--- src/pkg/synth_divider_phase_map.svh ---
// register offsets, field positions and reset values of the divider and phase bank
// assumes byte-wide registers addressed by an 8-bit offset
`ifndef SYNTH_DIVIDER_PHASE_MAP_SVH
`define SYNTH_DIVIDER_PHASE_MAP_SVH

`define SDP_ADDR_W 8
`define SDP_DATA_W 8

// register offsets
`define SDP_OFS_INT_DIVIDE_LOW 8'h10
`define SDP_OFS_INT_DIVIDE_HIGH 8'h11
`define SDP_OFS_CAL_PRESCALER_CTRL 8'h12
`define SDP_OFS_PRIMARY_FRACTION_B0 8'h14
`define SDP_OFS_PRIMARY_FRACTION_B1 8'h15
`define SDP_OFS_PRIMARY_FRACTION_B2 8'h16
`define SDP_OFS_FRACTION_SHARED_BYTE 8'h17
`define SDP_OFS_AUX_FRACTION_HIGH 8'h18
`define SDP_OFS_AUX_MODULUS_LOW 8'h19
`define SDP_OFS_AUX_MODULUS_HIGH_PHASE_EN 8'h1a
`define SDP_OFS_PHASE_OFFSET_B0 8'h1b
`define SDP_OFS_PHASE_OFFSET_B1 8'h1c
`define SDP_OFS_PHASE_OFFSET_B2 8'h1d

// field positions
`define SDP_BIT_VCO_SELFCAL_ENABLE 6
`define SDP_BIT_PRESCALER_SEL 5
`define SDP_BIT_PRIMARY_FRACTION_TOP 0
`define SDP_BIT_PHASE_SHIFT_ENABLE 6

// reset values
`define SDP_RST_INT_DIVIDE_LOW 8'h32
`define SDP_RST_INT_DIVIDE_HIGH 8'h00
`define SDP_RST_VCO_SELFCAL_ENABLE 1'h1
`define SDP_RST_PRESCALER_SEL 1'h0
`define SDP_RST_PRIMARY_FRACTION 25'h0000000
`define SDP_RST_AUXILIARY_FRACTION 14'h0000
`define SDP_RST_AUX_MODULUS_LOW 8'he8
`define SDP_RST_AUX_MODULUS_HIGH 6'h03
`define SDP_RST_PHASE_SHIFT_ENABLE 1'h0
`define SDP_RST_PHASE_OFFSET 24'h000000

`endif

--- src/pkg/synth_divider_phase_pkg.sv ---
// types shared by the divider and phase register bank
// assumes nothing beyond a SystemVerilog compiler
package synth_divider_phase_pkg;

    // the four values that move together into the active divider
    typedef struct packed {
        logic [15:0] intDivide;
        logic [24:0] primaryFractionValue;
        logic [13:0] auxiliaryFractionValue;
        logic [13:0] auxiliaryModulusValue;
    } divider_set_s;

    // host-side register access, same clock as the bank
    typedef struct packed {
        logic wrStrobe;
        logic rdStrobe;
        logic [7:0] addr;
        logic [7:0] wrData;
    } reg_access_s;

    // every flip-flop of the bank but the reset synchronizer and the active divider copy
    typedef struct packed {
        divider_set_s staged;
        logic vcoSelfcalEnable;
        logic prescalerSel;
        logic phaseShiftEnable;
        logic [23:0] phaseOffset;
        logic [7:0] rdData;
        logic rdValid;
        logic commitPulse;
    } bank_state_s;

endpackage : synth_divider_phase_pkg

--- src/rtl/commit_buffer.sv ---
// active copy of a double-buffered value, loaded on a commit strobe
// assumes load and loadValue come from logic on the same clock
`timescale 1ns/1ps
module commit_buffer #(
    parameter int WIDTH = 69,
    parameter logic [WIDTH-1:0] RESET_VALUE = '0
) (
    input wire logic sysClk,
    input wire logic rstSync_n,
    input wire logic clkEn,
    input wire logic load,
    input wire logic [WIDTH-1:0] loadValue,
    output logic [WIDTH-1:0] activeValue
);
    logic [WIDTH-1:0] active_reg;
    logic [WIDTH-1:0] active_next;

    // hold until a commit, frozen while the clock enable is low
    always_comb begin
        active_next = active_reg;
        if (clkEn && load) begin
            active_next = loadValue;
        end
    end

    always_ff @(posedge sysClk or negedge rstSync_n) begin
        if (!rstSync_n) begin
            active_reg <= RESET_VALUE;
        end else begin
            active_reg <= active_next;
        end
    end

    assign activeValue = active_reg;
endmodule : commit_buffer

--- src/rtl/synth_divider_phase_regs.sv ---
// byte register bank for a fractional-N synthesizer: divider words, calibration, prescaler and phase
// assumes the serial control port decodes frames into byte strobes on sys_clk
`timescale 1ns/1ps
`include "synth_divider_phase_map.svh"
module synth_divider_phase_regs (
    input wire logic sys_clk,
    input wire logic rst_n,
    input wire logic clkEn,
    input wire synth_divider_phase_pkg::reg_access_s regAccess,
    output logic [7:0] rdData,
    output logic rdValid,
    output synth_divider_phase_pkg::divider_set_s activeDivider,
    output logic commitPulse,
    output logic vcoSelfcalEnable,
    output logic prescalerSel,
    output logic phaseShiftEnable,
    output logic [23:0] phaseOffset
);
    localparam synth_divider_phase_pkg::divider_set_s DIVIDER_RESET = '{
        intDivide: {`SDP_RST_INT_DIVIDE_HIGH, `SDP_RST_INT_DIVIDE_LOW},
        primaryFractionValue: `SDP_RST_PRIMARY_FRACTION,
        auxiliaryFractionValue: `SDP_RST_AUXILIARY_FRACTION,
        auxiliaryModulusValue: {`SDP_RST_AUX_MODULUS_HIGH, `SDP_RST_AUX_MODULUS_LOW}
    };

    logic [1:0] rstPipe_reg;
    logic rstSync_n;
    synth_divider_phase_pkg::bank_state_s state_reg;
    synth_divider_phase_pkg::bank_state_s state_next;
    logic commitLoad;

    // reset enters asynchronously at once but is released through two flops
    always_ff @(posedge sys_clk or negedge rst_n) begin
        if (!rst_n) begin
            rstPipe_reg <= 2'h0;
        end else begin
            rstPipe_reg <= {rstPipe_reg[0], 1'b1};
        end
    end
    assign rstSync_n = rstPipe_reg[1];

    // a write to the low integer byte is the only commit strobe
    assign commitLoad = regAccess.wrStrobe && (regAccess.addr == `SDP_OFS_INT_DIVIDE_LOW);

    // register writes, readback and pulses; clkEn low freezes everything
    always_comb begin
        state_next = state_reg;
        if (clkEn) begin
            state_next.rdValid = 1'b0;
            state_next.commitPulse = 1'b0;
            if (regAccess.wrStrobe) begin
                case (regAccess.addr)
                    `SDP_OFS_INT_DIVIDE_LOW: begin
                        state_next.staged.intDivide[7:0] = regAccess.wrData;
                        state_next.commitPulse = 1'b1;
                    end
                    `SDP_OFS_INT_DIVIDE_HIGH: begin
                        state_next.staged.intDivide[15:8] = regAccess.wrData;
                    end
                    `SDP_OFS_CAL_PRESCALER_CTRL: begin
                        // bits 7 and 4:0 are reserved and dropped
                        state_next.vcoSelfcalEnable = regAccess.wrData[`SDP_BIT_VCO_SELFCAL_ENABLE];
                        state_next.prescalerSel = regAccess.wrData[`SDP_BIT_PRESCALER_SEL];
                    end
                    `SDP_OFS_PRIMARY_FRACTION_B0: begin
                        state_next.staged.primaryFractionValue[7:0] = regAccess.wrData;
                    end
                    `SDP_OFS_PRIMARY_FRACTION_B1: begin
                        state_next.staged.primaryFractionValue[15:8] = regAccess.wrData;
                    end
                    `SDP_OFS_PRIMARY_FRACTION_B2: begin
                        state_next.staged.primaryFractionValue[23:16] = regAccess.wrData;
                    end
                    `SDP_OFS_FRACTION_SHARED_BYTE: begin
                        state_next.staged.primaryFractionValue[24] =
                            regAccess.wrData[`SDP_BIT_PRIMARY_FRACTION_TOP];
                        state_next.staged.auxiliaryFractionValue[6:0] = regAccess.wrData[7:1];
                    end
                    `SDP_OFS_AUX_FRACTION_HIGH: begin
                        state_next.staged.auxiliaryFractionValue[13:7] = regAccess.wrData[6:0];
                    end
                    `SDP_OFS_AUX_MODULUS_LOW: begin
                        state_next.staged.auxiliaryModulusValue[7:0] = regAccess.wrData;
                    end
                    `SDP_OFS_AUX_MODULUS_HIGH_PHASE_EN: begin
                        state_next.staged.auxiliaryModulusValue[13:8] = regAccess.wrData[5:0];
                        state_next.phaseShiftEnable = regAccess.wrData[`SDP_BIT_PHASE_SHIFT_ENABLE];
                    end
                    `SDP_OFS_PHASE_OFFSET_B0: begin
                        state_next.phaseOffset[7:0] = regAccess.wrData;
                    end
                    `SDP_OFS_PHASE_OFFSET_B1: begin
                        state_next.phaseOffset[15:8] = regAccess.wrData;
                    end
                    `SDP_OFS_PHASE_OFFSET_B2: begin
                        state_next.phaseOffset[23:16] = regAccess.wrData;
                    end
                    default: begin
                        // unmapped offsets and the gap at 0x13 swallow writes
                    end
                endcase
            end
            // readback shows what software wrote, which may run ahead of the active divider
            if (regAccess.rdStrobe) begin
                state_next.rdValid = 1'b1;
                case (regAccess.addr)
                    `SDP_OFS_INT_DIVIDE_LOW: state_next.rdData = state_reg.staged.intDivide[7:0];
                    `SDP_OFS_INT_DIVIDE_HIGH: state_next.rdData = state_reg.staged.intDivide[15:8];
                    `SDP_OFS_CAL_PRESCALER_CTRL: begin
                        state_next.rdData = {1'b0, state_reg.vcoSelfcalEnable, state_reg.prescalerSel, 5'h00};
                    end
                    `SDP_OFS_PRIMARY_FRACTION_B0: state_next.rdData = state_reg.staged.primaryFractionValue[7:0];
                    `SDP_OFS_PRIMARY_FRACTION_B1: state_next.rdData = state_reg.staged.primaryFractionValue[15:8];
                    `SDP_OFS_PRIMARY_FRACTION_B2: state_next.rdData = state_reg.staged.primaryFractionValue[23:16];
                    `SDP_OFS_FRACTION_SHARED_BYTE: begin
                        state_next.rdData = {state_reg.staged.auxiliaryFractionValue[6:0],
                                             state_reg.staged.primaryFractionValue[24]};
                    end
                    `SDP_OFS_AUX_FRACTION_HIGH: begin
                        state_next.rdData = {1'b0, state_reg.staged.auxiliaryFractionValue[13:7]};
                    end
                    `SDP_OFS_AUX_MODULUS_LOW: state_next.rdData = state_reg.staged.auxiliaryModulusValue[7:0];
                    `SDP_OFS_AUX_MODULUS_HIGH_PHASE_EN: begin
                        state_next.rdData = {1'b0, state_reg.phaseShiftEnable,
                                             state_reg.staged.auxiliaryModulusValue[13:8]};
                    end
                    `SDP_OFS_PHASE_OFFSET_B0: state_next.rdData = state_reg.phaseOffset[7:0];
                    `SDP_OFS_PHASE_OFFSET_B1: state_next.rdData = state_reg.phaseOffset[15:8];
                    `SDP_OFS_PHASE_OFFSET_B2: state_next.rdData = state_reg.phaseOffset[23:16];
                    default: state_next.rdData = 8'h00;
                endcase
            end
        end
    end

    always_ff @(posedge sys_clk or negedge rstSync_n) begin
        if (!rstSync_n) begin
            state_reg.staged <= DIVIDER_RESET;
            state_reg.vcoSelfcalEnable <= `SDP_RST_VCO_SELFCAL_ENABLE;
            state_reg.prescalerSel <= `SDP_RST_PRESCALER_SEL;
            state_reg.phaseShiftEnable <= `SDP_RST_PHASE_SHIFT_ENABLE;
            state_reg.phaseOffset <= `SDP_RST_PHASE_OFFSET;
            state_reg.rdData <= 8'h00;
            state_reg.rdValid <= 1'b0;
            state_reg.commitPulse <= 1'b0;
        end else begin
            state_reg <= state_next;
        end
    end

    // the active copy takes the whole staged set, including the new low byte, in one edge;
    // a host that leaves the low byte for last gets a consistent update
    commit_buffer #(
        .WIDTH($bits(synth_divider_phase_pkg::divider_set_s)),
        .RESET_VALUE(DIVIDER_RESET)
    ) activeDivider_u (
        .sysClk(sys_clk),
        .rstSync_n(rstSync_n),
        .clkEn(clkEn),
        .load(commitLoad),
        .loadValue(state_next.staged),
        .activeValue(activeDivider)
    );

    assign rdData = state_reg.rdData;
    assign rdValid = state_reg.rdValid;
    assign commitPulse = state_reg.commitPulse;
    assign vcoSelfcalEnable = state_reg.vcoSelfcalEnable;
    assign prescalerSel = state_reg.prescalerSel; // 0 is 4/5, 1 is 8/9
    // phase step in degrees = phaseOffset / 16777216 * 360, applied by the analogue side
    assign phaseShiftEnable = state_reg.phaseShiftEnable;
    assign phaseOffset = state_reg.phaseOffset;
endmodule : synth_divider_phase_regs

--- config.mk ---
export PLATFORM = sky130hd
export DESIGN_NAME = synth_divider_phase_regs
export DESIGN_NICKNAME = d
export VERILOG_FILES = /design/src/pkg/synth_divider_phase_pkg.sv /design/src/rtl/commit_buffer.sv /design/src/rtl/synth_divider_phase_regs.sv
export VERILOG_INCLUDE_DIRS = /design/src /design/src/pkg
export SDC_FILE = /design/constraint.sdc
export NUM_CORES = 1
export LEC_CHECK = 0
export BUFFER_PORTS_ARGS = -buffer_cell sky130_fd_sc_hd__buf_2
export CAP_MARGIN = 5
export CORE_ASPECT_RATIO = 0.8
export CORE_MARGIN = 2
export CORE_UTILIZATION = 50
export CTS_CLUSTER_DIAMETER = 60
export DETAILED_ROUTE_END_ITERATION = 16
export PLACE_DENSITY = 0.72
export SLEW_MARGIN = 15
export SYNTH_ARGS = -nofsm -noshare
export SYNTH_HDL_FRONTEND = slang
export SYNTH_SLANG_ARGS = --single-unit
--- constraint.sdc ---
create_clock -name sys_clk -period 6.28 [get_ports sys_clk]
set_clock_uncertainty 0.05 [all_clocks]
set_input_delay 0.628 -clock sys_clk [delete_from_list [all_inputs] [get_ports sys_clk]]
set_output_delay 0.628 -clock sys_clk [all_outputs]
set_load 0.005 [all_outputs]
After elaboration in Yosys (flattened, before gate mapping)
Index checks and enable logic that the tools add are counted.
{ "word_totals": {"in_bits": 21, "wordCells": 57, "regBits": 177} }
{ "op_classes": {"eq_ne": 13, "n_reduce_logical": 8, "muxes": 21} }
{ "op_table": {"columns": ["operator", "n"], "rows": [
  ["two-way mux 106 bit", 1],
  ["== test 8 x 5 -> 1 bit, second input constant", 13],
  ["case mux 8 bit (13 select lines)", 1],
  ["two-way mux 96 bit", 1],
  ["two-way mux 8 bit", 9],
  ["AND reduction 3 bit", 5],
  ["two-way mux 7 bit", 2],
  ["two-way mux 9 bit", 1],
  ["two-way mux 6 bit", 1],
  ["two-way mux 1 bit", 4],
  ["logical AND 1 bit", 2],
  ["two-way mux 2 bit", 1],
  ["AND reduction 2 bit", 1]
]} }

Longest topological paths before layout
Gate-level depths: netlist (run 1).
{ "logic_depth": {"word_depth": 4, "depth_mapped": 8, "ltp_nobuf": 5} }

Cells and area by module
From an unflattened synthesis (run 1), not the netlist that was laid out.
{ "unflattened": {"hier_cells": 547, "area_unflattened_um2": 7962.6} }
{ "by_module_without_submodules": {"columns": ["module", "n_inst", "area_per_inst_um2", "seq_area_each_um2", "cells_per_inst"], "rows": [
  ["synth_divider_phase_regs", 1, 5356.4, 2715.1, 401],
  ["commit_buffer", 1, 2606.2, 1737.9, 146]
]} }

Least setup slack after synthesis (run 1)
Ideal clock, no wire load.
{ "synth_path": {"path_type": "input-to-reg", "start": "input port regAccess[15] (netlist bit)", "end": "register activeDivider_u.active_reg[20], in the netlist activeDivider_u.activeValue[20]", "path_buffers": 0, "slack_ps": 3835, "stages": 5, "arrival_time_ps": 2271, "t_required_ps": 6105, "setup_time_ps": 125, "path_cell_list": "nor4b_4 > nand3b_2 > nor3_4 > mux2_2 > mux2_2"} }
{ "synth_between": {"elab_chain_len": 4} }
{ "synth_lines": {"columns": ["element", "line_no", "source"], "rows": [
  ["start: declaration", "synth_divider_phase_regs.sv:9", "input wire synth_divider_phase_pkg::reg_access_s regAccess,"],
  ["== test 8 x 5 -> 1 bit", "synth_divider_phase_regs.sv:52", "case (regAccess.addr)"],
  ["two-way mux 7 bit", "synth_divider_phase_regs.sv:52", null],
  ["two-way mux 96 bit", "synth_divider_phase_regs.sv:51", "if (regAccess.wrStrobe) begin"],
  ["two-way mux 106 bit", "synth_divider_phase_regs.sv:48", "if (clkEn) begin"],
  ["via activeDivider_u.loadValue[20]", "commit_buffer.sv:12", "input wire logic [WIDTH-1:0] loadValue,"],
  ["end signal: assignment", "commit_buffer.sv:30", "active_reg <= active_next;"],
  ["end: declaration", "commit_buffer.sv:15", "logic [WIDTH-1:0] active_reg;"]
]} }
The timed path passes the listed nets, and every way through them passes these cells.
A chain may end at the register's enable or synchronous reset.

Worst setup path after layout (run 1)
{ "layout_path": {"start": "input port regAccess[8] (netlist bit)", "end": "register activeDivider_u.active_reg[48], in the netlist activeDivider_u.activeValue[48]"} }
{ "layout_between": {"elab_chain_len": 4} }
{ "layout_lines": {"columns": ["element", "line_no"], "rows": [
  ["== test 8 x 5 -> 1 bit", "synth_divider_phase_regs.sv:52"],
  ["two-way mux 8 bit", "synth_divider_phase_regs.sv:52"],
  ["two-way mux 96 bit", "synth_divider_phase_regs.sv:51"],
  ["two-way mux 106 bit", "synth_divider_phase_regs.sv:48"]
]} }
Parallel ways exist; a longest one is shown, timed or not.

==> results of run 1 <==
-- worst min path at each step --
stage | end | from | slack, ps
finish | activeDivider_u.activeValue[40] | rstPipe_reg[1] | 190
global route | activeDivider_u.activeValue[29] | rstPipe_reg[1] | 230
CTS | activeDivider_u.activeValue[43] | rstPipe_reg[1] | 210
detailed placement | activeDivider_u.activeValue[36] | rstPipe_reg[1] | 200
global placement | activeDivider_u.activeValue[32] | rstPipe_reg[1] | 190
floorplan | rstPipe_reg[0] | rst_n | 280
-- cell type report --
type / instances / area [um^2]
clock buffers: 20 / 447
clock inverters: 12 / 85.1
fillers: 1231 / 6250
inverters: 5 / 18.8
multi-input cells: 353 / 2970
flip-flops and latches: 177 / 4460
well taps: 210 / 263
repair buffers: 132 / 678
-- placed cells by master (no fill, tap or decap), drive strengths merged, types with 2 or more instances in the layout --
cell type  Yosys  layout
nor3           4       4
and3           5       5
mux4           6       6
nand2         92      92
or2            2       2
a221oi         3       3
mux2i         19      19
and2           2       2
clkinvlp       0       4
a31o           2       2
nor2          12      12
nand3          6       6
buf           46     131
nand3b         2       2
clkbuf        19      20
nor2b          4       4
a22oi          6       6
dfstp         19      19
dfrtp        158     158
o22ai          5       5
mux2         143     143
a222oi         2       2
clkinv         0       5
a32oi          3       3
o21ai         14      14
a21oi          3       3
inv            5       8
o32ai          3       3
-- stage by stage --
stage	power, mW	area [um^2]	setup WS (ps)	cells
6_report	2.26	8910	3070	909
5_1_grt	2.34	8910	2880	909
4_1_cts	2.27	8910	3070	909
3_5_place_dp	1.31	8370	2610	876
3_3_place_gp	1.31	8370	2740	876
2_1_floorplan	1.27	7820	966	600
-- per-layer routing --
metal | vias to the layer above | wire length, um
li1 | 2266 | -
met2 | 202 | 8630
met3 | 26 | 1070
met4 | 0 | 305
met5 | - | 0
met1 | 2620 | 9380
-- worst reg2reg max path: stages (launching register included) --
cell and delay [ps]:
sky130_fd_sc_hd__dfrtp_1 410, sky130_fd_sc_hd__mux4_2 460, sky130_fd_sc_hd__a222oi_1 540, sky130_fd_sc_hd__o21ai_0 140
-- report_power, final --
group          leakage [nW]  internal [mW]  switching [mW]
combinational          2.05         0.0391          0.0743
sequential             2.38           1.16          0.0171
clock                 0.253          0.517           0.446
total                  4.68           1.72           0.538
-- logic make-up (layout without fill, tap and decap cells) --
logic type | Yosys count | count (layout) | share of synthesized area [%]
and+or+nand+nor | 134 | 134 | 8.13
muxes | 168 | 168 | 25.1
other | 1 | 1 | 0.0480
buffers and inverters | 70 | 169 | 5.20
AOI/OAI and AO/OA | 50 | 50 | 4.53
DFF | 177 | 177 | 57.0
==> out/qor.json, run 1 <==
{
  "run_status": {
    "outcome": "complete, no violations"
  },
  "setup_path": {
    "r2r_setup_slack_ps": 4540,
    "critical_path.endpoint": "activeDivider_u.activeValue[48]",
    "series_of_cell_instances_along_the_critical_path": "buf_2 -> buf_4 -> nor2_1 -> nand3_1 -> nor2_4 -> buf_4 -> mux2_2",
    "slowest_delay_ps": 800,
    "capturing_element_type_of_the_critical_path": "register",
    "timing.critical_path.max_delay_family": "simple AND/OR/NAND/NOR gates",
    "crit_path_max_fanout": 35,
    "cp_common_cell": "sky130_fd_sc_hd__buf_4",
    "worst-endpoint-arrival_ps": 3470,
    "critical_path_depth": 7,
    "rr_endpoint": "rdData[1]",
    "ff2ff_path_depth": 3,
    "critPathSlowestCell": "sky130_fd_sc_hd__nor2_4",
    "timing.critical_path.required_ps": 6540,
    "worst_setup_sp": "regAccess[8]",
    "worstReg2RegStart": "state_reg[66]",
    "criticalPathCategory": "in2reg",
    "critical_path.startpoint_type": "input port",
    "timing.critical_path.buf_inv": 3
  },
  "logic_synthesis": {
    "dominantRegCellSynth": "sky130_fd_sc_hd__dfrtp_1",
    "synth_area_leaders": "sky130_fd_sc_hd__dfrtp_1 (51%), sky130_fd_sc_hd__mux2_2 (19%), sky130_fd_sc_hd__dfstp_2 (6.4%)",
    "number_of_enable_type_register_cells_in_the_synthesized_netlist": 0,
    "synth_register_bits": 177,
    "register_area_share_after_synthesis_pct": 57.0,
    "synthesis.area_per_instance_um2": 13.0,
    "synthCells": 600,
    "synth.largest_area_cell": "sky130_fd_sc_hd__dfrtp_1",
    "synth_warnings": 0,
    "synthArstFlopShare_pct": 100,
    "synthesis.nets": 621,
    "synth_common_cells": "sky130_fd_sc_hd__dfrtp_1 (158), sky130_fd_sc_hd__mux2_2 (135), sky130_fd_sc_hd__nand2_1 (90), sky130_fd_sc_hd__buf_4 (32)",
    "synth_area_um2": 7820,
    "synth_top_area_share_pct": 50.6,
    "synth_most_common_cell": "sky130_fd_sc_hd__dfrtp_1",
    "yosys.cell_types.count": 52
  },
  "placed_design": {
    "place_hpwl_mm": 13.4,
    "finalWeightedCongestion": 0.894,
    "count_of_port_buffers_added_during_placement": 126
  },
  "run": {
    "drv_cap": 0
  },
  "cts": {
    "post-cts-setup-buffer-count": 0,
    "total_number_of_clock_tree_sinks": 177,
    "clock-root-buffer": "sky130_fd_sc_hd__clkbuf_16",
    "clock_tree.buffer_depth": 2,
    "cells_resized_by_post_cts_repair": 0,
    "cts_hold_buf": 1,
    "tritoncts.num_buffers": 17,
    "clock_latency_ps": 430,
    "cts.clk_slew.worst_paths_ps": 70,
    "cts-htree-levels": 4,
    "cts_tree": "built"
  },
  "global_route": {
    "grt-ovfl-total": 0,
    "pin_count_of_the_biggest_net_entering_global_routing": 78,
    "use_met3_pct": 4.96,
    "grt_pass1_vias": 5077,
    "grt_first_pass_wirelength_mm": 29.7,
    "antenna_found_initial": 0,
    "global_routing_met1_resource_utilization_pct": 36.2,
    "grt_peak_use_layer": "met1",
    "globalRouteMet2Util_pct": 36.0,
    "grtUsageTotal_pct": 24.3
  },
  "worst_hold_path": {
    "hold_class": "reg2async"
  },
  "detailed_routing": {
    "wl_per_cell_um": 21.3,
    "drt_iter0_markers": 397,
    "routed_wl_mm": 19.4,
    "drtPass1Iterations": 5,
    "antenna_left": 0,
    "route.vias.total": 5114,
    "drcViolationCount": 0,
    "avgViaCountPerCell": 5.63
  },
  "cells_and_area": {
    "antennaDiodeCount": 0,
    "layout-drive-gt1-share_pct": 49.6,
    "area_growth_syn_to_layout_pct": 14.0,
    "final_util_pct": 58.8,
    "final_net_count": 707
  },
  "power": {
    "max_ir_drop_vdd_mv": 0.182,
    "power-per-cell-area_nw_per_um2": 253,
    "total_leakage_power_nw": 4.68
  },
  "timing": {
    "tightestPinTransition_ps": 1040,
    "post-route-period-util_pct": 51.1,
    "slew_violations": 0,
    "fmax_ghz": 0.312,
    "finalCriticalPeriod_ps": 3210,
    "setup_tns_ps": 0,
    "rsz0062_at_grt": "false",
    "setup_viol": 0,
    "final-hold-violation-count": 0,
    "timing.max_slew.rel_slack_pct": 30.6,
    "fin_hold_ws_ps": 195
  },
  "floorplanning": {
    "i_o_pins": 127,
    "floorplan.initialDensity_pct": 51.6,
    "die_height_um": 116,
    "fp.dieArea_um2": 16700,
    "core-area_um2": 15200,
    "fp-row-count": 40,
    "die_boundary_width_um": 144
  }
}
No activity file was read; power rests on OpenSTA's default activity.
==> run 2: changes to the inputs <==
==> constraint.sdc (replaced) <==
create_clock -name sys_clk -period 3 [get_ports sys_clk]
set_clock_uncertainty 0.05 [all_clocks]
set_input_delay 0.3 -clock sys_clk [delete_from_list [all_inputs] [get_ports sys_clk]]
set_output_delay 0.3 -clock sys_clk [all_outputs]
set_load 0.005 [all_outputs]
==> run 2 against run 1 <==
Sequential share of layout area is 0.90 points lower. Global-route usage is 0.47 points higher. Clock power is 130% higher. Count of clock-buffer cells in the layout is 1 lower. Largest power group unchanged. Non-clock buffer count is 12 higher. Core utilization is 1.1 points higher. Register-to-register slack worse by 3300 ps. Combinational power is 120% higher.
==> out/qor.json, run 2 (synthesis gave the netlist of run 1 again) <==
{
  "timing": {
    "fin_hold_ws": {"value": 112, "unit": "ps", "change": "-83.1 ps"},
    "final-hold-violation-count": {"value": 0, "change": "unchanged"},
    "post-route-period-util_pct": 67.7,
    "setup_tns": {"value": 0, "unit": "ps", "change": "unchanged"},
    "rsz0062_at_grt": "false",
    "tightestPinTransition": {"value": 946, "unit": "ps", "change": "-92.4 ps"},
    "finalCriticalPeriod_ps": 2030,
    "final.setup.worst_slack": {"value": 970, "unit": "ps", "change": "-2100 ps"},
    "setup_viol": {"value": 0, "change": "unchanged"},
    "slew_violations": {"value": 0, "change": "unchanged"},
    "fmax_ghz": 0.492,
    "timing.max_slew.rel_slack": {"value": 36.9, "unit": "%", "change": "+6.3 points"}
  },
  "cells_and_area": {
    "final_net_count": {"value": 719, "change": "+1.7%"},
    "antennaDiodeCount": {"value": 0, "change": "unchanged"},
    "most-common-layout-cells": "sky130_fd_sc_hd__dfrtp_1 (157), sky130_fd_sc_hd__mux2_2 (135), sky130_fd_sc_hd__buf_2 (126)",
    "layoutNonFillerInstCount": {"value": 921, "change": "+1.3%"},
    "area_growth_syn_to_layout_pct": 16.1,
    "fillCellCount": {"value": 1223, "change": "-0.65%"},
    "layout-drive-gt1-share": {"value": 50.6, "unit": "%", "change": "+0.99 points"},
    "most_common_cell_after_layout_fill_and_taps_aside": "sky130_fd_sc_hd__dfrtp_1"
  },
  "worst_hold_path": {
    "hold_class": "reg2async"
  },
  "global_route": {
    "grtUsageTotal": {"value": 24.7, "unit": "%", "change": "+0.47 points"},
    "antenna_found_initial": {"value": 0, "change": "unchanged"},
    "grt_first_pass_wirelength": {"value": 30.4, "unit": "mm", "change": "+2.6%"},
    "grt_pass1_vias": {"value": 5218, "change": "+2.8%"},
    "grt-ovfl-total": {"value": 0, "change": "unchanged"},
    "pin_count_of_the_biggest_net_entering_global_routing": {"value": 166, "change": "+110%"}
  },
  "cts": {
    "cts.clk_slew.worst_paths": {"value": 70, "unit": "ps", "change": "about the same"},
    "clock_tree.buffer_depth": {"value": 2, "change": "unchanged"},
    "clock-root-buffer": "sky130_fd_sc_hd__clkbuf_16",
    "cts_tree": "built",
    "post-cts-setup-buffer-count": {"value": 0, "change": "unchanged"},
    "total_number_of_clock_tree_sinks": {"value": 177, "change": "unchanged"},
    "clock_latency": {"value": 430, "unit": "ps", "change": "about the same"},
    "cts-htree-levels": {"value": 4, "change": "unchanged"},
    "tritoncts.num_buffers": {"value": 17, "change": "unchanged"}
  },
  "detailed_routing": {
    "drtPass1Iterations": {"value": 7, "change": "+2"},
    "routed_wl": {"value": 19.6, "unit": "mm", "change": "+0.86%"},
    "antenna_left": {"value": 0, "change": "unchanged"},
    "drcViolationCount": {"value": 0, "change": "unchanged"},
    "avgViaCountPerCell": {"value": 5.67, "change": "+0.82%"},
    "route.vias.total": {"value": 5224, "change": "+2.2%"},
    "drt_iter0_markers": {"value": 358, "change": "-9.8%"},
    "wl_per_cell": {"value": 21.2, "unit": "um", "change": "-0.45%"}
  },
  "placed_design": {
    "finalWeightedCongestion": {"value": 0.904, "change": "+1.1%"},
    "place_inst": {"value": 888, "change": "+1.4%"},
    "count_of_port_buffers_added_during_placement": {"value": 126, "change": "unchanged"},
    "place_hpwl": {"value": 13.6, "unit": "mm", "change": "+1.1%"},
    "worst_case_setup_slack_after_placement": {"value": 549, "unit": "ps", "change": "-2060 ps"}
  },
  "floorplanning": {
    "i_o_pins": {"value": 127, "change": "unchanged"},
    "core-area": {"value": 15200, "unit": "um^2", "change": "unchanged"},
    "fp.dieArea": {"value": 16700, "unit": "um^2", "change": "unchanged"},
    "die_boundary_width": {"value": 144, "unit": "um", "change": "unchanged"},
    "die_height": {"value": 116, "unit": "um", "change": "unchanged"},
    "fp-row-count": {"value": 40, "change": "unchanged"},
    "floorplan.initialDensity": {"value": 51.6, "unit": "%", "change": "unchanged"}
  },
  "power": {
    "max_ir_drop_vdd": {"value": 0.345, "unit": "mV", "change": "+90%"},
    "total_leakage_power": {"value": 4.77, "unit": "nW", "change": "+2.0%"},
    "power-per-cell-area": {"value": 539, "unit": "nW/um^2", "change": "+110%"}
  },
  "setup_path": {
    "slowest_delay": {"value": 510, "unit": "ps", "change": "-290 ps"},
    "critPathSlowestCell": "sky130_fd_sc_hd__nor3_4",
    "crit_path_max_fanout": {"value": 8, "change": "-77%"},
    "capturing_element_type_of_the_critical_path": "register",
    "critical_path.startpoint_type": "input port",
    "series_of_cell_instances_along_the_critical_path": "buf_2 -> nor4b_4 -> buf_4 -> nand3b_2 -> nor3_4 -> mux2_2 -> mux2_2",
    "criticalPathCategory": "in2reg",
    "cp_common_cell": "sky130_fd_sc_hd__mux2_2",
    "timing.critical_path.required": {"value": 3260, "unit": "ps", "change": "-3280 ps"},
    "worst-endpoint-arrival": {"value": 2290, "unit": "ps", "change": "-1180 ps"}
  },
  "run": {
    "drv_cap": {"value": 0, "change": "unchanged"}
  },
  "run_status": {
    "outcome": "complete, no violations"
  }
}
run 2: changes by cell type in the layout (fill, tap and decap cells not counted), sizes merged:
cell / change
buf: +12
bufinv: +2
clkinv: +2
inv: -2
clkbuf: -1
clkinvlp: -1
run 2: metrics by stage:
stage / area, um^2 / util [%] / total power, mW
floorplan: 7820 / - / 2.66
global placement: 8490 / 56.0 / 2.75
detailed placement: 8490 / 56.0 / 2.76
CTS: 9080 / 59.9 / 4.93
global route: 9080 / 59.9 / 5.06
finish: 9080 / 59.9 / 4.89
run 2: cell type report:
type,count,area [um^2],area share (%)
Sequential cell,177,4460,49.1
Multi-Input combinational cell,353,2970,32.7
Timing Repair Buffer,144,793,8.74
Clock buffer,19,443,4.88
Tap cell,210,263,2.89
Clock inverter,13,138,1.52
Inverter,5,18.8,0.207
run 2: path summary, 6_finish.rpt:
| check | from | to | slack, ps | cells after the start |
|---|---|---|---|---|
| max reg2reg | state_reg[71] | rdData[6] | 1260 | 3 |
| min in group sys_clk | clkEn | rdValid | 180 | 2 |
| max | regAccess[15] | activeDivider_u.activeValue[14] | 970 | 7 |
| min | rstPipe_reg[1] | activeDivider_u.activeValue[42] | 110 | 0 |
| min reg2reg | rstPipe_reg[1] | activeDivider_u.activeValue[42] | 110 | 0 |
| max in group asynchronous | rstPipe_reg[1] | activeDivider_u.activeValue[22] | 1610 | 1 |
run 2: per-layer routing:
layer / track usage [%] / up-vias / routed length [um]
li1: - / 2282 / -
met1: 36.3 / 2722 / 9110
met2: 36.9 / 202 / 8880
met3: 5.83 / 18 / 1350
met4: 7.45 / 0 / 210
met5: 0 / - / 0
run 2: report_power, final:
| group | internal [mW] | switching (mW) | leakage [nW] | total, mW |
|---|---|---|---|---|
| registers | 2.43 | 0.0308 | 2.38 | 2.47 |
| clock network | 1.25 | 0.931 | 0.279 | 2.18 |
| logic | 0.0880 | 0.163 | 2.11 | 0.251 |
| total | 3.77 | 1.12 | 4.77 | 4.89 |
run 2: what timing repair did:
item	CTS	global route
endpoints found under the hold margin	2	0
hold buffers	1	0
gates resized for setup	0	0
run 2: critical path: cells and delay by family:
family,cells,cell delay (ps)
buffers and inverters,2,330
multiplexers,2,680
AND/OR/NAND/NOR,3,960
